==> src/logic/reset_source_pkg.sv <==
// reset-source control constants: register map, codes, timing counts
// assumes a 100 MHz system clock and a plain strobe register port
// What this block does
// - guard register not holding either no-op pattern resets chip after delay
// - guard register loads 01010101B at power-on
// - corrupted guard register reset sets cause flag bit 3
// - all resets restore guard register except sleep/idle watchdog warm reset
// - guard cause flag never cleared by hardware, only by software writing 0
// - upper four cause flag bits read as zero
// - brown-out detection active when threshold valid, off in sleep and idle
// - low-supply indication acts only after persisting past qualify time
// - qualified brown-out resets, keeps threshold, sets flag bit 2
// - threshold codes 66,55,33,99,AA select voltages, F0 disables
// - undefined threshold code resets after delay and restores power-on value
// - undefined threshold reset sets flag bit 1, cleared only by software
// - threshold register loads 01100110B at power-on
// - writing 55H to second flash control register resets whole chip
// - run-mode watchdog time-out is full reset plus expiry flag set
// - sleep/idle time-out clears pc and sp, sets expiry and powerdown flags
// - watchdog-control reset sets flag bit 0, cleared only by software
package reset_source_pkg;
  localparam logic [1:0] ADDR_GUARD     = 2'h0;
  localparam logic [1:0] ADDR_CAUSE     = 2'h1;
  localparam logic [1:0] ADDR_THRESHOLD = 2'h2;
  localparam logic [1:0] ADDR_FLASH_CTRL_SECOND = 2'h3;
  localparam logic [7:0] GUARD_NOP_A    = 8'h55;
  localparam logic [7:0] GUARD_NOP_B    = 8'hAA;
  localparam logic [7:0] GUARD_POR      = 8'h55;
  localparam logic [7:0] THR_1V7        = 8'h66;
  localparam logic [7:0] THR_1V9        = 8'h55;
  localparam logic [7:0] THR_2V55       = 8'h33;
  localparam logic [7:0] THR_3V15       = 8'h99;
  localparam logic [7:0] THR_3V8        = 8'hAA;
  localparam logic [7:0] THR_DISABLE    = 8'hF0;
  localparam logic [7:0] THR_POR        = 8'h66;
  localparam logic [7:0] FLASH_RESET_KEY = 8'h55;
  localparam int FLAG_WDCTRL    = 0;
  localparam int FLAG_THRESHOLD = 1;
  localparam int FLAG_BROWNOUT  = 2;
  localparam int FLAG_GUARD     = 3;
  localparam logic [3:0] FLAGS_POR = 4'h0;
  localparam int CLK_PERIOD_NS  = 10;
  localparam int SOFT_RESET_DELAY_NS = 1000;
  localparam int BROWNOUT_QUALIFY_NS = 120;
  localparam int SOFT_RESET_CYCLES =
    (SOFT_RESET_DELAY_NS + CLK_PERIOD_NS - 1) / CLK_PERIOD_NS;
  localparam int BROWNOUT_QUALIFY_CYCLES =
    (BROWNOUT_QUALIFY_NS + CLK_PERIOD_NS - 1) / CLK_PERIOD_NS;
  localparam int RESET_PULSE_CYCLES = 4;
  typedef enum logic [2:0] {
    THR_SEL_NONE, THR_SEL_1V7, THR_SEL_1V9, THR_SEL_2V55,
    THR_SEL_3V15, THR_SEL_3V8
  } threshold_sel_e;
endpackage

==> src/logic/persist_filter.sv <==
// qualifies a synchronised level that must hold for a number of cycles
// assumes input already sampled into the clock domain
`timescale 1ns/1ps
module persist_filter
  import reset_source_pkg::*;
#(
  parameter int COUNT = 4
) (
  input  wire logic mclk_in,
  input  wire logic reset_n_in,
  input  wire logic enable_in,
  input  wire logic level_in,
  output logic      qualified_out
);
  logic [15:0] count;
  logic [15:0] next_count;
  logic        next_qualified;

  // counts consecutive cycles of the level, restarts on any drop
  always_comb begin
    next_count = count;
    next_qualified = 1'b0;
    if (!enable_in || !level_in) begin
      next_count = 16'h0000;
    end else if (count >= 16'(COUNT)) begin
      next_qualified = 1'b1;
    end else begin
      next_count = count + 16'h0001;
    end
  end

  always_ff @(posedge mclk_in) begin
    if (!reset_n_in) begin
      count <= 16'h0000;
      qualified_out <= 1'b0;
    end else begin
      count <= next_count;
      qualified_out <= next_qualified;
    end
  end

  a_short_dip_ignored: assert property (@(posedge mclk_in)
    disable iff (!reset_n_in)
    $rose(qualified_out) |-> $past(level_in, 1) && $past(level_in, COUNT))
    else $error("qualified without persisting level");
endmodule

==> src/logic/delay_timer.sv <==
// one-shot delay counter: start pulse, done pulse COUNT+1 cycles after start
// assumes start is a same-domain pulse
`timescale 1ns/1ps
module delay_timer
  import reset_source_pkg::*;
#(
  parameter int COUNT = 8
) (
  input  wire logic mclk_in,
  input  wire logic reset_n_in,
  input  wire logic start_in,
  output logic      done_out
);
  logic [15:0] remain;
  logic [15:0] next_remain;
  logic        next_done;

  // loads on start, counts down, pulses done at one
  always_comb begin
    next_remain = remain;
    next_done = 1'b0;
    if (remain == 16'h0000) begin
      if (start_in) begin
        next_remain = 16'(COUNT);
      end
    end else begin
      next_remain = remain - 16'h0001;
      next_done = (remain == 16'h0001);
    end
  end

  always_ff @(posedge mclk_in) begin
    if (!reset_n_in) begin
      remain <= 16'h0000;
      done_out <= 1'b0;
    end else begin
      remain <= next_remain;
      done_out <= next_done;
    end
  end
endmodule

==> src/logic/reset_source_control.sv <==
// reset-source control: guard, brown-out, flash key and watchdog resets
// assumes a single system clock; supply monitor input is asynchronous
`timescale 1ns/1ps
module reset_source_control
  import reset_source_pkg::*;
(
  input  wire logic       mclk_in,
  input  wire logic       reset_n_in,
  input  wire logic [1:0] addr_in,
  input  wire logic [7:0] wdata_in,
  input  wire logic       write_in,
  input  wire logic       read_in,
  output logic [7:0]      rdata_out,
  input  wire logic       low_supply_in,
  input  wire logic       sleep_idle_in,
  input  wire logic       watchdog_timeout_in,
  input  wire logic       watchdog_ctrl_bad_in,
  output logic            chip_reset_out,
  output logic            pc_sp_clear_out,
  output logic            watchdog_expiry_flag_set_out,
  output logic            powerdown_flag_set_out,
  output logic            brownout_active_out,
  output logic [2:0]      threshold_select_out
);
  // longest wait from a corrupt guard word to the chip reset
  localparam int GUARD_RESET_WINDOW = SOFT_RESET_CYCLES + 3;

  logic [7:0] guard_register;
  logic [7:0] next_guard_register;
  logic [7:0] threshold_register;
  logic [7:0] next_threshold_register;
  logic [3:0] cause_flags;
  logic [3:0] next_cause_flags;
  logic [7:0] next_rdata;
  logic       supply_meta;
  logic       supply_sync;
  logic       guard_bad;
  logic       thr_bad;
  logic       guard_pending;
  logic       next_guard_pending;
  logic       thr_pending;
  logic       next_thr_pending;
  logic       wd_pending;
  logic       next_wd_pending;
  logic       bad_seen;
  logic       next_bad_seen;
  logic       soft_start;
  logic       soft_done;
  logic       brownout_qualified;
  logic       flash_key_hit;
  logic       run_timeout;
  logic       warm_timeout;
  logic       full_reset;
  logic [2:0] pulse_count;
  logic [2:0] next_pulse_count;
  logic       next_pc_sp_clear;
  logic       next_expiry_set;
  logic       next_powerdown_set;
  threshold_sel_e thr_sel;

  // two-stage sampling of the asynchronous supply monitor
  always_ff @(posedge mclk_in) begin
    if (!reset_n_in) begin
      supply_meta <= 1'b0;
      supply_sync <= 1'b0;
    end else begin
      supply_meta <= low_supply_in;
      supply_sync <= supply_meta;
    end
  end

  // threshold decode
  always_comb begin
    thr_bad = 1'b0;
    unique case (threshold_register)
      THR_1V7:     thr_sel = THR_SEL_1V7;
      THR_1V9:     thr_sel = THR_SEL_1V9;
      THR_2V55:    thr_sel = THR_SEL_2V55;
      THR_3V15:    thr_sel = THR_SEL_3V15;
      THR_3V8:     thr_sel = THR_SEL_3V8;
      THR_DISABLE: thr_sel = THR_SEL_NONE;
      default: begin
        thr_sel = THR_SEL_NONE;
        thr_bad = 1'b1;
      end
    endcase
  end

  assign guard_bad = (guard_register != GUARD_NOP_A)
                  && (guard_register != GUARD_NOP_B);
  // detection off in sleep and idle, or when disabled
  assign brownout_active_out = (thr_sel != THR_SEL_NONE)
                            && !sleep_idle_in;
  assign threshold_select_out = thr_sel;
  assign flash_key_hit = write_in && (addr_in == ADDR_FLASH_CTRL_SECOND)
                      && (wdata_in == FLASH_RESET_KEY);
  assign run_timeout = watchdog_timeout_in && !sleep_idle_in;
  assign warm_timeout = watchdog_timeout_in && sleep_idle_in;

  persist_filter #(
    .COUNT (BROWNOUT_QUALIFY_CYCLES)
  ) u_brownout_filter (
    .mclk_in       (mclk_in),
    .reset_n_in    (reset_n_in),
    .enable_in     (brownout_active_out),
    .level_in      (supply_sync),
    .qualified_out (brownout_qualified)
  );

  // start the delay on first detection of any corruption; held off
  // while a chip reset runs, so a cause that is still being cleared
  // by that reset is not counted a second time
  assign soft_start = (guard_bad || thr_bad || watchdog_ctrl_bad_in)
                   && !bad_seen && !full_reset && !chip_reset_out;

  delay_timer #(
    .COUNT (SOFT_RESET_CYCLES)
  ) u_soft_delay (
    .mclk_in    (mclk_in),
    .reset_n_in (reset_n_in),
    .start_in   (soft_start),
    .done_out   (soft_done)
  );

  assign full_reset = soft_done || brownout_qualified || flash_key_hit
                   || run_timeout;

  // register, cause and sequencing next-state logic
  always_comb begin
    next_guard_register = guard_register;
    next_threshold_register = threshold_register;
    next_cause_flags = cause_flags;
    next_guard_pending = guard_pending || (soft_start && guard_bad);
    next_thr_pending = thr_pending || (soft_start && thr_bad);
    next_wd_pending = wd_pending || (soft_start && watchdog_ctrl_bad_in);
    next_bad_seen = bad_seen || soft_start;
    next_pulse_count = (pulse_count != 3'h0) ? pulse_count - 3'h1 : 3'h0;
    next_pc_sp_clear = warm_timeout;
    next_expiry_set = watchdog_timeout_in;
    next_powerdown_set = warm_timeout;
    next_rdata = 8'h00;
    if (read_in) begin
      unique case (addr_in)
        ADDR_GUARD:     next_rdata = guard_register;
        ADDR_CAUSE:     next_rdata = {4'h0, cause_flags};
        ADDR_THRESHOLD: next_rdata = threshold_register;
        default:        next_rdata = 8'h00;
      endcase
    end
    // software may only clear flags by writing zero
    if (write_in && addr_in == ADDR_CAUSE) begin
      next_cause_flags = cause_flags & wdata_in[3:0];
    end
    if (write_in && addr_in == ADDR_GUARD) begin
      next_guard_register = wdata_in;
    end
    if (write_in && addr_in == ADDR_THRESHOLD) begin
      next_threshold_register = wdata_in;
    end
    if (full_reset) begin
      next_guard_register = GUARD_POR;
      next_pulse_count = 3'(RESET_PULSE_CYCLES);
      next_bad_seen = 1'b0;
      next_guard_pending = 1'b0;
      next_thr_pending = 1'b0;
      next_wd_pending = 1'b0;
      // flags set last so an event beats a software clear
      if (soft_done && guard_pending) begin
        next_cause_flags[FLAG_GUARD] = 1'b1;
      end
      if (soft_done && thr_pending) begin
        next_cause_flags[FLAG_THRESHOLD] = 1'b1;
        next_threshold_register = THR_POR;
      end
      if (soft_done && wd_pending) begin
        next_cause_flags[FLAG_WDCTRL] = 1'b1;
      end
      if (brownout_qualified) begin
        next_cause_flags[FLAG_BROWNOUT] = 1'b1;
      end
    end
  end

  // state registers; power-on values on reset
  always_ff @(posedge mclk_in) begin
    if (!reset_n_in) begin
      guard_register <= GUARD_POR;
      threshold_register <= THR_POR;
      cause_flags <= FLAGS_POR;
      guard_pending <= 1'b0;
      thr_pending <= 1'b0;
      wd_pending <= 1'b0;
      bad_seen <= 1'b0;
      pulse_count <= 3'h0;
      rdata_out <= 8'h00;
      pc_sp_clear_out <= 1'b0;
      watchdog_expiry_flag_set_out <= 1'b0;
      powerdown_flag_set_out <= 1'b0;
    end else begin
      guard_register <= next_guard_register;
      threshold_register <= next_threshold_register;
      cause_flags <= next_cause_flags;
      guard_pending <= next_guard_pending;
      thr_pending <= next_thr_pending;
      wd_pending <= next_wd_pending;
      bad_seen <= next_bad_seen;
      pulse_count <= next_pulse_count;
      rdata_out <= next_rdata;
      pc_sp_clear_out <= next_pc_sp_clear;
      watchdog_expiry_flag_set_out <= next_expiry_set;
      powerdown_flag_set_out <= next_powerdown_set;
    end
  end

  // chip reset stands while the pulse counter runs
  assign chip_reset_out = (pulse_count != 3'h0);

  // a corrupt guard word must reach the chip reset within the delay plus three cycles
  a_guard_bad_resets: assert property (@(posedge mclk_in)
    disable iff (!reset_n_in)
    (guard_bad && !bad_seen && !full_reset && !chip_reset_out)
      |-> ##[1:GUARD_RESET_WINDOW] chip_reset_out)
    else $error("corrupt guard did not reset");

  // power-on value of the guard register
  a_guard_por: assert property (@(posedge mclk_in)
    !reset_n_in |=> guard_register == GUARD_POR)
    else $error("guard not at power-on value");

  // guard cause flag set by its own delayed reset
  a_guard_flag_set: assert property (@(posedge mclk_in)
    disable iff (!reset_n_in)
    (soft_done && guard_pending) |=> cause_flags[FLAG_GUARD])
    else $error("guard cause flag not set");

  // every full reset restores the guard register
  a_guard_restored: assert property (@(posedge mclk_in)
    disable iff (!reset_n_in)
    full_reset |=> guard_register == GUARD_POR)
    else $error("guard not restored on reset");

  // only a software write may clear the guard cause flag
  a_flags_sticky: assert property (@(posedge mclk_in)
    disable iff (!reset_n_in)
    (cause_flags[FLAG_GUARD] && !(write_in && addr_in == ADDR_CAUSE))
      |=> cause_flags[FLAG_GUARD])
    else $error("guard flag cleared by hardware");

  // unimplemented cause bits read as zero
  a_upper_zero: assert property (@(posedge mclk_in)
    disable iff (!reset_n_in)
    (read_in && addr_in == ADDR_CAUSE) |=> rdata_out[7:4] == 4'h0)
    else $error("upper cause bits not zero");

  // detection is off in sleep and idle
  a_sleep_no_bo: assert property (@(posedge mclk_in)
    disable iff (!reset_n_in)
    sleep_idle_in |-> !brownout_active_out)
    else $error("brown-out active in sleep");

  // an inactive detector never qualifies a low supply
  a_bo_off_quiet: assert property (@(posedge mclk_in)
    disable iff (!reset_n_in)
    !brownout_active_out |=> !brownout_qualified)
    else $error("brown-out qualified while inactive");

  // brown-out sets its flag and keeps the threshold
  a_brownout_flag: assert property (@(posedge mclk_in)
    disable iff (!reset_n_in)
    brownout_qualified |=> cause_flags[FLAG_BROWNOUT]
      && threshold_register == $past(threshold_register))
    else $error("brown-out flag or threshold wrong");

  // undefined threshold restores power-on value and sets its flag
  a_thr_restore: assert property (@(posedge mclk_in)
    disable iff (!reset_n_in)
    (soft_done && thr_pending) |=> threshold_register == THR_POR
      && cause_flags[FLAG_THRESHOLD])
    else $error("threshold not restored");

  // power-on value of the threshold register
  a_thr_por: assert property (@(posedge mclk_in)
    !reset_n_in |=> threshold_register == THR_POR)
    else $error("threshold not at power-on value");

  // flash key write gives a full-length chip reset
  a_flash_key: assert property (@(posedge mclk_in)
    disable iff (!reset_n_in)
    flash_key_hit |=> chip_reset_out [*4])
    else $error("flash key did not reset");

  // run-mode time-out: full reset and expiry pulse, no warm clear
  a_run_timeout: assert property (@(posedge mclk_in)
    disable iff (!reset_n_in)
    run_timeout |=> chip_reset_out && watchdog_expiry_flag_set_out
      && !pc_sp_clear_out && !powerdown_flag_set_out)
    else $error("run timeout wrong");

  // sleep time-out clears pc and sp only, guard untouched
  a_warm_timeout: assert property (@(posedge mclk_in)
    disable iff (!reset_n_in)
    (warm_timeout && !full_reset && !write_in)
      |=> pc_sp_clear_out && powerdown_flag_set_out
      && guard_register == $past(guard_register))
    else $error("warm timeout wrong");

  // watchdog control corruption sets its flag
  a_wdctrl_flag: assert property (@(posedge mclk_in)
    disable iff (!reset_n_in)
    (soft_done && wd_pending) |=> cause_flags[FLAG_WDCTRL])
    else $error("watchdog control flag not set");
endmodule

==> config.mk <==
export PLATFORM = sky130hd
export DESIGN_NAME = reset_source_control
export DESIGN_NICKNAME = d
export VERILOG_FILES = /design/src/logic/reset_source_pkg.sv /design/src/logic/persist_filter.sv /design/src/logic/delay_timer.sv /design/src/logic/reset_source_control.sv
export SDC_FILE = /design/constraint.sdc
export NUM_CORES = 1
export LEC_CHECK = 0
export CAP_MARGIN = 10
export CORE_MARGIN = 2
export CORE_UTILIZATION = 59
export CTS_BUF_LIST = sky130_fd_sc_hd__clkbuf_8
export CTS_CLUSTER_DIAMETER = 200
export DETAILED_ROUTE_END_ITERATION = 12
export DONT_BUFFER_PORTS = 1
export HOLD_SLACK_MARGIN = 0.02
export PLACE_DENSITY_LB_ADDON = 0.3
export SLEW_MARGIN = 15
export SYNTH_ARGS = -nofsm -noshare
export SYNTH_HDL_FRONTEND = slang
export SYNTH_SLANG_ARGS = --single-unit
==> constraint.sdc <==
create_clock -name mclk_in -period 1.89 [get_ports mclk_in]
set_input_delay 0.4725 -clock mclk_in [delete_from_list [all_inputs] [get_ports mclk_in]]
set_output_delay 0.4725 -clock mclk_in [all_outputs]
set_load 0.05 [all_outputs]
; ---- Yosys cells after proc, flatten, opt, wreduce, memory -nomap -nowiden
; Cells that the tools add are included.
[word_totals]
latchBits = 0
inputBits = 18
mem_bits_rw = 0
mem_count = 0
regBits = 73
mem_bits_ro = 0
[classes]
eq_ne = 14
n_reduce_logical = 44
bitwise_logic = 3
n_mux = 17
multipliers = 0
magnitude_cmp = 1
add_sub_neg = 3
shifts = 0
div = 0
[ops]
columns = operator, count
row1 = $mux 16, 2
row2 = $eq 8x7->1 const B, 3
row3 = $eq 8x8->1 const B, 3
row4 = $mux 8, 3
row5 = $pmux 8 s3, 1
row6 = $logic_and 1x1->1, 18
row7 = $add 16x1->16 const B, 1
row8 = $eq 16x1->1 const B, 1
row9 = $ge 16x4->1 const B, 1
row10 = $logic_not 16->1, 1
row11 = $sub 16x1->16 const B, 1
row12 = $pmux 3 s5, 1
row13 = $logic_or 1x1->1, 10
row14 = $eq 8x6->1 const B, 1
row15 = $mux 4, 2
row16 = $ne 8x7->1 const B, 1
row17 = $ne 8x8->1 const B, 1
row18 = $logic_not 1->1, 6
row19 = $mux 1, 6
row20 = $mux 3, 2
row21 = $reduce_bool 3->1, 2
row22 = $reduce_or 2->1, 3
row23 = $reduce_or 6->1, 1
row24 = $and 4x4->4, 1
row25 = 8 further kinds, 10

; ---- Depth between registers and ports, before layout
; Gate-level depths: netlist of the first run.
[depth]
word_depth = 10
ltp_mapped = 7
mapped_depth_nobuf = 7

; ---- By module
; Synthesis of the first run repeated with hierarchy kept, for this count alone.
[unflattened]
hier_cells = 339
area_unflattened_um2 = 3265.6
[modules_own_cells]
columns = module, area_each_um2, cells_per_inst, instances
row1 = reset_source_control, 1704.1, 177, 1
row2 = delay_timer, 950.9, 108, 1
row3 = persist_filter, 610.6, 54, 1

; ---- Least setup slack after synthesis of the first run
; No wires, ideal clock.
[synth_path]
path_kind = reg2reg
startpoint = register threshold_register[1]
endpoint = register u_brownout_filter.count[10]
path_stages_with_launch = 7
setup_slack_ns = -0.371
required_time_ns = 1.831
arrival_time_ns = 2.202
setup_ns = 0.059
path_cell_list = dfxtp_1 > and4bb_2 > o22ai_1 > a21oi_1 > and3_1 > clkbuf_1 > and2_1
[synth_via]
elab_chain_cells = 7
[synth_lines]
columns = element, line
row1 = from (decl), reset_source_control.sv:30  ; logic [7:0] threshold_register;
row2 = from (signal assigned), reset_source_control.sv:201  ; threshold_register <= next_threshold_register;
row3 = "$eq 8x8->1, or another cell as far along", reset_source_control.sv:75  ; unique case (threshold_register)
row4 = $pmux 3 s5 *, reset_source_control.sv:75
row5 = $reduce_bool 3->1 *, reset_source_control.sv:92  ; assign brownout_active_out = (thr_sel != THR_SEL_NONE)
row6 = $logic_and 1x1->1 *, reset_source_control.sv:93  ; && !sleep_idle_in;
row7 = named net brownout_active_out, reset_source_control.sv:22  ; output logic brownout_active_out,
row8 = $logic_not 1->1 *, persist_filter.sv:23  ; if (!enable_in || !level_in) begin
row9 = $logic_or 1x1->1 *, persist_filter.sv:23
row10 = $reduce_or 2->1 (no line) *, -
row11 = to (signal assigned), persist_filter.sv:37  ; count <= next_count;
row12 = to (decl), persist_filter.sv:15  ; logic [15:0] count;
; Mark *: on every way through the listed nets, which the timed path passes. The rest lies on a longest branch.
; A chain may end at the register's enable or synchronous reset.

; ---- Worst setup path after layout of the first run
[layout_path]
startpoint = register threshold_register[5]
endpoint = output brownout_active_out
[layout_via]
elab_chain_cells = 4
[layout_lines]
columns = element, line
row1 = "$eq 8x8->1, or another cell as far along", reset_source_control.sv:75
row2 = $pmux 3 s5 *, reset_source_control.sv:75
row3 = $reduce_bool 3->1 *, reset_source_control.sv:92
row4 = $logic_and 1x1->1 *, reset_source_control.sv:93
row5 = to (decl), reset_source_control.sv:22
; Mark *: on every way between the ends. The rest lies on a longest branch, timed or not.

==> results of run 1 <==
-- synth_stat cells (all sizes together) --
cell type	number
nand4b	1
nor4	11
nor3b	1
o221a	1
or4bb	4
o31ai	1
inv	12
a41oi	1
clkbuf	6
and3	2
nor2	49
nand3	6
ha	7
nor4bb	3
nor3	8
and4bb	4
o21bai	1
nand3b	1
and2	14
nand4bb	1
dfxtp	73
o211a	4
or3	2
a21oi	17
a2bb2oi	1
xnor2	7
mux2i	26
o21ai	8
a311o	1
or4	5
buf	6
o21ba	1
and4	2
nor2b	4
nand2	29
nand4	1
o21a	1
xor2	6
o22ai	1
or2	1
-- cells by family (layout without fill, tap and decap cells) --
group,after synthesis,count (layout)
AO/OA/AOI/OAI,38,38
XOR/XNOR,13,13
adder cells (fa/ha/maj),7,7
buffers and inverters,24,57
flip-flops,73,73
multiplexers,26,26
AND/OR/NAND/NOR,149,149
-- state kept, by name (all words and copies together) (netlist names), 3 cells and up --
signal	flops
u_soft_delay.remain	16
rdata_out	8
pulse_count	3
u_brownout_filter.count	16
threshold_register	8
guard_register	8
cause_flags	4
-- layer usage --
metal | global-route usage, % | up-vias
li1 | - | 1204
met1 | 31.0 | 1195
met2 | 34.2 | 56
met3 | 5.09 | 12
met4 | 12.0 | 0
met5 | 0 | -
-- power groups by stage --
stage                     clock [W]  sequential (W)  combinational [W]
after CTS                   0.00134         0.00184            0.00132
after global placement            0         0.00187            0.00126
final                       0.00132         0.00186            0.00150
after floorplan                   0         0.00186            0.00103
after global routing        0.00140         0.00188            0.00166
after detailed placement          0         0.00188            0.00129
-- area by class of cell --
| class | instances | area, um^2 | share of cell area, % |
|---|---|---|---|
| clock inverter | 7 | 92.6 | 2.48 |
| sequential | 73 | 1490 | 39.9 |
| multi-input combinational | 233 | 1640 | 44.1 |
| tap | 70 | 87.6 | 2.35 |
| timing repair buffer | 29 | 249 | 6.68 |
| inverter | 12 | 45.0 | 1.21 |
| clock buffer | 9 | 124 | 3.32 |
-- critical path, stage by stage (launching register included) --
cell      delay, ns
dfxtp_4        0.37
and4bb_2       0.38
o22ai_2        0.13
a21oi_4        0.17
buf_12         0.15
-- cell usage in the layout, fill, tap and decap left out, types with 4 or more instances in the layout --
cell      instances
buf_4            24
and2_1           14
or4_4             4
dfxtp_2           4
o211a_1           4
mux2i_1          26
nor2_1           45
clkbuf_8          9
nor3_1            6
or4bb_1           4
ha_1              7
o21ai_0           7
inv_1            11
a21oi_1          15
xor2_1            6
nor4_1            7
dfxtp_1          64
and4bb_2          4
dfxtp_4           5
nand3_1           5
xnor2_1           7
nand2_1          27
-- metrics by stage --
step / std cells / utilization [%] / setup TNS [ns] / cell area (um^2) / setup slack, ns
5_1_grt: 433 / 73.0 / -0.593 / 3730 / -0.171
6_report: 433 / 73.0 / -0.211 / 3730 / -0.135
2_1_floorplan: 330 / - / -0.00666 / 3130 / -0.00666
4_1_cts: 425 / 70.2 / -0.0945 / 3580 / -0.0916
3_3_place_gp: 406 / 64.6 / 0 / 3300 / 0.0708
3_5_place_dp: 406 / 64.6 / 0 / 3300 / 0.0285
-- repair_timing --
action	CTS	global route
setup endpoints to repair	4	19
gates resized for setup	18	20
setup buffers	3	8
pin swaps	5	4
-- worst max path at each step --
stage,startpoint,endpoint,slack [ns],cells after the start
final,threshold_register[5],brownout_active_out,-0.13,4
after global routing,threshold_register[5],brownout_active_out,-0.17,4
after CTS,threshold_register[6],brownout_active_out,-0.09,4
after detailed placement,u_soft_delay.remain[2],u_soft_delay.remain[0],0.03,5
after global placement,u_soft_delay.remain[2],u_soft_delay.remain[2],0.07,5
after floorplan,pulse_count[0],u_soft_delay.remain[0],-0.007,7
==> results.toml, run 1 <==
[floorplanning]
pin_count = 34
die_area_um2 = 5860
die_h_um = 76.6
rows = 26
coreArea_um2 = 5110
die_w_um = 76.6
initial_core_util_pct = 60.9

[sta]
fmax_mhz = 494
finalMaxSlewViolations = 0
setup_ws_ns = -0.135
fin_skew_ns = 0.00997
period_share_pct = 107
worst_slew_pin_slew_ns = 0.541
holdWs_ns = 0.207
setup_viol = 4
maxSlewHeadroom_pct = 63.5
rsz0062_at_grt = "yes"
hold_viol = 0
fin_crit_ns = 2.02

[power]
switchingPower_w = 0.00155
pwr-share-seq_pct = 39.7
switching_share_pct = 33.0
power_density_nw_per_um2 = 1260
intPower_w = 0.00314
leakage_nw = 1.56
clockPowerShare_pct = 28.2
ir_drop_uv = 1110
power_w = 0.00469
combPwrFrac_pct = 32.1

[clocking]
numCtsBuffers = 9
clk_latency_ns = 0.35
ctsRootBufferMaster = "clkbuf_8"
clockBufferDepth = 2
clock_sinks = 73
cts_tree = "done"
h-tree-depth = 3
path_clk_slew_ns = 0.08
cts_hold_buffers = 0

[run]
drv_cap = 0

[detailed_routing]
via_per_inst = 5.70
route.detailed.drc = 0
wl_per_cell_um = 15.9
detail_route.first_pass.iterations = 4
top_layer = "met4"
routed_wl_um = 6870
ant_nets = 0
initialDrtViolationCount = 125
wl_met1_um = 3100
dr_wl_met3_um = 288
wl_met2_um = 3330
dr_total_vias = 2467

[min_path]
min_delay_path_depth = 1
min_path_type = "input pin to flip-flop"
hold_start = "reset_n_in"
holdPathEnd = "guard_register[4]"

[yosys]
synth-warning-count = 0
yosys.area.top_type = "dfxtp_1"
synth_area_per_cell_um2 = 9.42
synth_seq_cells = 73
yosys.cell_types.count = 49
synthTopCellsByArea = "dfxtp_1 (47%), mux2i_1 (8.4%), nor2_1 (5.7%)"
synthSimpleGateAreaFrac_pct = 27.0
synth_xor_xnor_area_share_pct = 3.66
muxShareOfSynthArea_pct = 8.37
syn_nets = 355
ys_seq_area_share_pct = 47.0
netlist_instances = 330
synth_top_family_by_area = "simple AND/OR/NAND/NOR gates"
syn_area_um2 = 3110
synthAdderAreaFrac_pct = 2.82
synth_compound_area_share_pct = 7.81
synth_top_area_share_pct = 47.0

[critical_path]
reg2reg_from = "u_soft_delay.remain[3]"
r2r_end = "u_soft_delay.remain[13]"
start_kind = "flip-flop"
rrSetupSlack_ns = 0
crit_path_max_fanout = 5
reg2regPathDepth = 5
critPathRequiredTime_ns = 1.42
criticalPathCategory = "flip-flop to output port"
cp-end-kind = "output port"
crit_arrival_ns = 1.55

[placed_design]
gp_congestion = 0.824
hpwl_um = 4460
io_buffer_count = 0

[cells_and_area]
drive_gt1_share_pct = 22.9
diodes = 0
nNetsFinal = 383
syn_to_final_growth_pct = 19.9
nFillCells = 363

[global_route]
antenna_found_initial = 0
grt_pass1_wl_um = 10600
grtUsageTotal_pct = 22.9
grt_max_degree = 22
grt_pass1_vias = 2271
overflow = 0

[outcome]
outcome = "finished with violations"
violations = "setup timing"
Power figures use the tool's default switching activity.
==> run 2, diff against run 1 <==
--- a/config.mk
+++ b/config.mk
@@ -5,9 +5,10 @@
 export SDC_FILE = /design/constraint.sdc
 export NUM_CORES = 1
 export LEC_CHECK = 0
+export ABC_AREA = 1
 export CAP_MARGIN = 10
 export CORE_MARGIN = 2
-export CORE_UTILIZATION = 59
+export CORE_UTILIZATION = 50
 export CTS_BUF_LIST = sky130_fd_sc_hd__clkbuf_8
 export CTS_CLUSTER_DIAMETER = 200
 export DETAILED_ROUTE_END_ITERATION = 12
==> results.toml, run 2 <==
[yosys]
synthTopCellsByArea = "dfxtp_1 (44%), nand2_1 (9.6%), inv_1 (7.4%)"
netlist_instances = 444
synth_edf_count = 0
syn_area_um2 = 3340
synth_top_family_by_area = "simple AND/OR/NAND/NOR gates"
muxShareOfSynthArea_pct = 0
ys_dominant_reg_cell = "dfxtp_1"
yosys.cell_types.count = 39
yosys.area.top_type = "dfxtp_1"
ys_seq_area_share_pct = 43.7
synth.most_common_cell = "nand2_1"
netlist_top_cells_count = "nand2_1 (85), dfxtp_1 (73), inv_1 (66)"
synth_area_per_cell_um2 = 7.52
synth_seq_cells = 73
synth_top_area_share_pct = 43.7
synthAdderAreaFrac_pct = 2.62
syn_nets = 469
synthSimpleGateAreaFrac_pct = 32.9
async_reset_ff_share_pct = 0
synth_xor_xnor_area_share_pct = 2.10
synth-warning-count = 0
synth_compound_area_share_pct = 8.61

[clocking]
path_clk_slew_ns = 0.08
numCtsBuffers = 9
h-tree-depth = 3
clock_sinks = 73
clockBufferDepth = 2
clk_latency_ns = 0.34
ctsRootBufferMaster = "clkbuf_8"
cts_tree = "done"

[floorplanning]
rows = 29
initial_core_util_pct = 52.0
die_w_um = 85.7
die_area_um2 = 7350
pin_count = 34
die_h_um = 85.7
coreArea_um2 = 6420

[power]
leakage_nw = 1.78
clockPowerShare_pct = 26.5
switchingPower_w = 0.00164
switching_share_pct = 36.4
intPower_w = 0.00287
pwr-share-seq_pct = 42.1
power_w = 0.00451
power_density_nw_per_um2 = 1160
combPwrFrac_pct = 31.4
ir_drop_uv = 512

[global_route]
grt_max_degree = 18
grtUsageTotal_pct = 20.5
grt_pass1_vias = 2644
overflow = 0
antenna_found_initial = 0
grt_pass1_wl_um = 11700

[sta]
setup_ws_ns = -0.0647
finalMaxSlewViolations = 0
worst_slew_pin_slew_ns = 0.492
maxSlewHeadroom_pct = 67.1
fmax_mhz = 512
hold_viol = 0
period_share_pct = 103
fin_crit_ns = 1.95
fin_skew_ns = 0.0120
rsz0062_at_grt = "yes"
setup_viol = 4

[min_path]
min_path_type = "input pin to flip-flop"
hold_start = "reset_n_in"
min_delay_path_depth = 2

[placed_design]
gp_congestion = 0.852
hpwl_um = 5060
io_buffer_count = 0
place_area_um2 = 3460

[detailed_routing]
via_per_inst = 5.12
detail_route.first_pass.iterations = 8
route.detailed.drc = 3
ant_nets = 0
initialDrtViolationCount = 74
wl_per_cell_um = 13.2
routed_wl_um = 7190
dr_total_vias = 2798

[critical_path]
cp_num_cells = 7
critPathRequiredTime_ns = 1.42
reg2regPathDepth = 10
cp-end-kind = "output port"
crit_path_top_delay_cell = "dfxtp_4"
crit_top_cell = "nor2_4"
cp_cell_sequence = "nor2_4 -> nand2_4 -> nor2_4 -> nor2_4 -> buf_4 -> inv_2 -> buf_8"
reg2reg_from = "threshold_register[3]"
cp-startpoint = "threshold_register[3]"
critical_path.top_delay_family = "simple AND/OR/NAND/NOR gates"
crit_path_max_fanout = 5
cp.buffers_inverters = 3
max_stage_delay_ns = 0.38
start_kind = "flip-flop"
criticalPathCategory = "flip-flop to output port"
crit_arrival_ns = 1.48

[cells_and_area]
drive_gt1_share_pct = 19.8
final_cell_mix = "nand2_1 (81), dfxtp_1 (65), inv_1 (64)"
nFillCells = 597
reg.largest.list = "u_brownout_filter.count (16), u_soft_delay.remain (16)"
syn_to_final_growth_pct = 16.3
layout_commonest_cell = "nand2_1"
diodes = 0
nNetsFinal = 490
multiInputGateArea_um2 = 1640
final_area_um2 = 3880
regArea_um2 = 1490

[outcome]
violations = "DRC, setup timing"
outcome = "finished with violations"

[run]
drv_cap = 0
run 2: power groups by stage:
stage	Sequential, W	Combinational, W	Clock [W]
after floorplan	0.00189	0.00113	0
after global placement	0.00192	0.00134	0
after detailed placement	0.00192	0.00137	0
after CTS	0.00189	0.00139	0.00122
after global routing	0.00192	0.00160	0.00130
final	0.00190	0.00142	0.00119
run 2: through the flow:
stage	worst slack (ns)	hold slack, ns	instances	setup TNS, ns	util [%]
final	-0.0647	0.232	546	-0.171	60.5
after floorplan	0.286	0.390	444	0	-
after global placement	0.252	0.392	521	0	53.8
after global routing	-0.136	0.214	546	-0.387	60.5
after detailed placement	0.211	0.405	521	0	53.8
after CTS	-0.0841	0.216	544	-0.174	59.2
run 2: routing by layer:
metal / share of wire, % / up-vias / GRT usage [%]
met4: 1.6 / 0 / 7.07
met5: 0 / - / 0
li1: - / 1443 / -
met1: 43 / 1269 / 23.5
met2: 50 / 74 / 36.1
met3: 5.9 / 12 / 6.45
run 2: worst reg2reg max path: cells and delay by family (launching register included):
family,cells,cell delay (ns)
and+or+nand+nor,7,0.84
DFF,1,0.38
buffers and inverters,2,0.18
AOI/OAI and AO/OA,1,0.22
run 2: layout make-up:
class / count / share of cell area (%)
Multi-Input combinational cell: 288 / 42.3
Sequential cell: 73 / 38.4
Inverter: 75 / 7.60
Timing Repair Buffer: 18 / 4.19
Clock buffer: 10 / 3.54
Tap cell: 77 / 2.48
Clock inverter: 5 / 1.45
run 2: logic make-up (layout without fill, tap and decap cells):
kind of cell | Yosys count | count (layout)
buf+inv | 83 | 108
flops | 73 | 73
compound gates | 51 | 51
simple gates | 222 | 222
xor+xnor | 8 | 8
fa+ha+maj | 7 | 7
run 2: what timing repair did:
action | CTS | global route
gates resized for setup | 33 | 19
buffers inserted | 8 | 2
pin swaps | 12 | 5
hold buffers | 0 | 0
endpoints found under the setup margin | 4 | 4
run 2: worst paths after layout:
check	to	slack, ns
worst min register to register	pulse_count[0]	0.41
worst max-delay path	threshold_select_out[1]	-0.06
worst max register to register	u_brownout_filter.count[1]	0.18
worst min-delay path	supply_sync	0.23
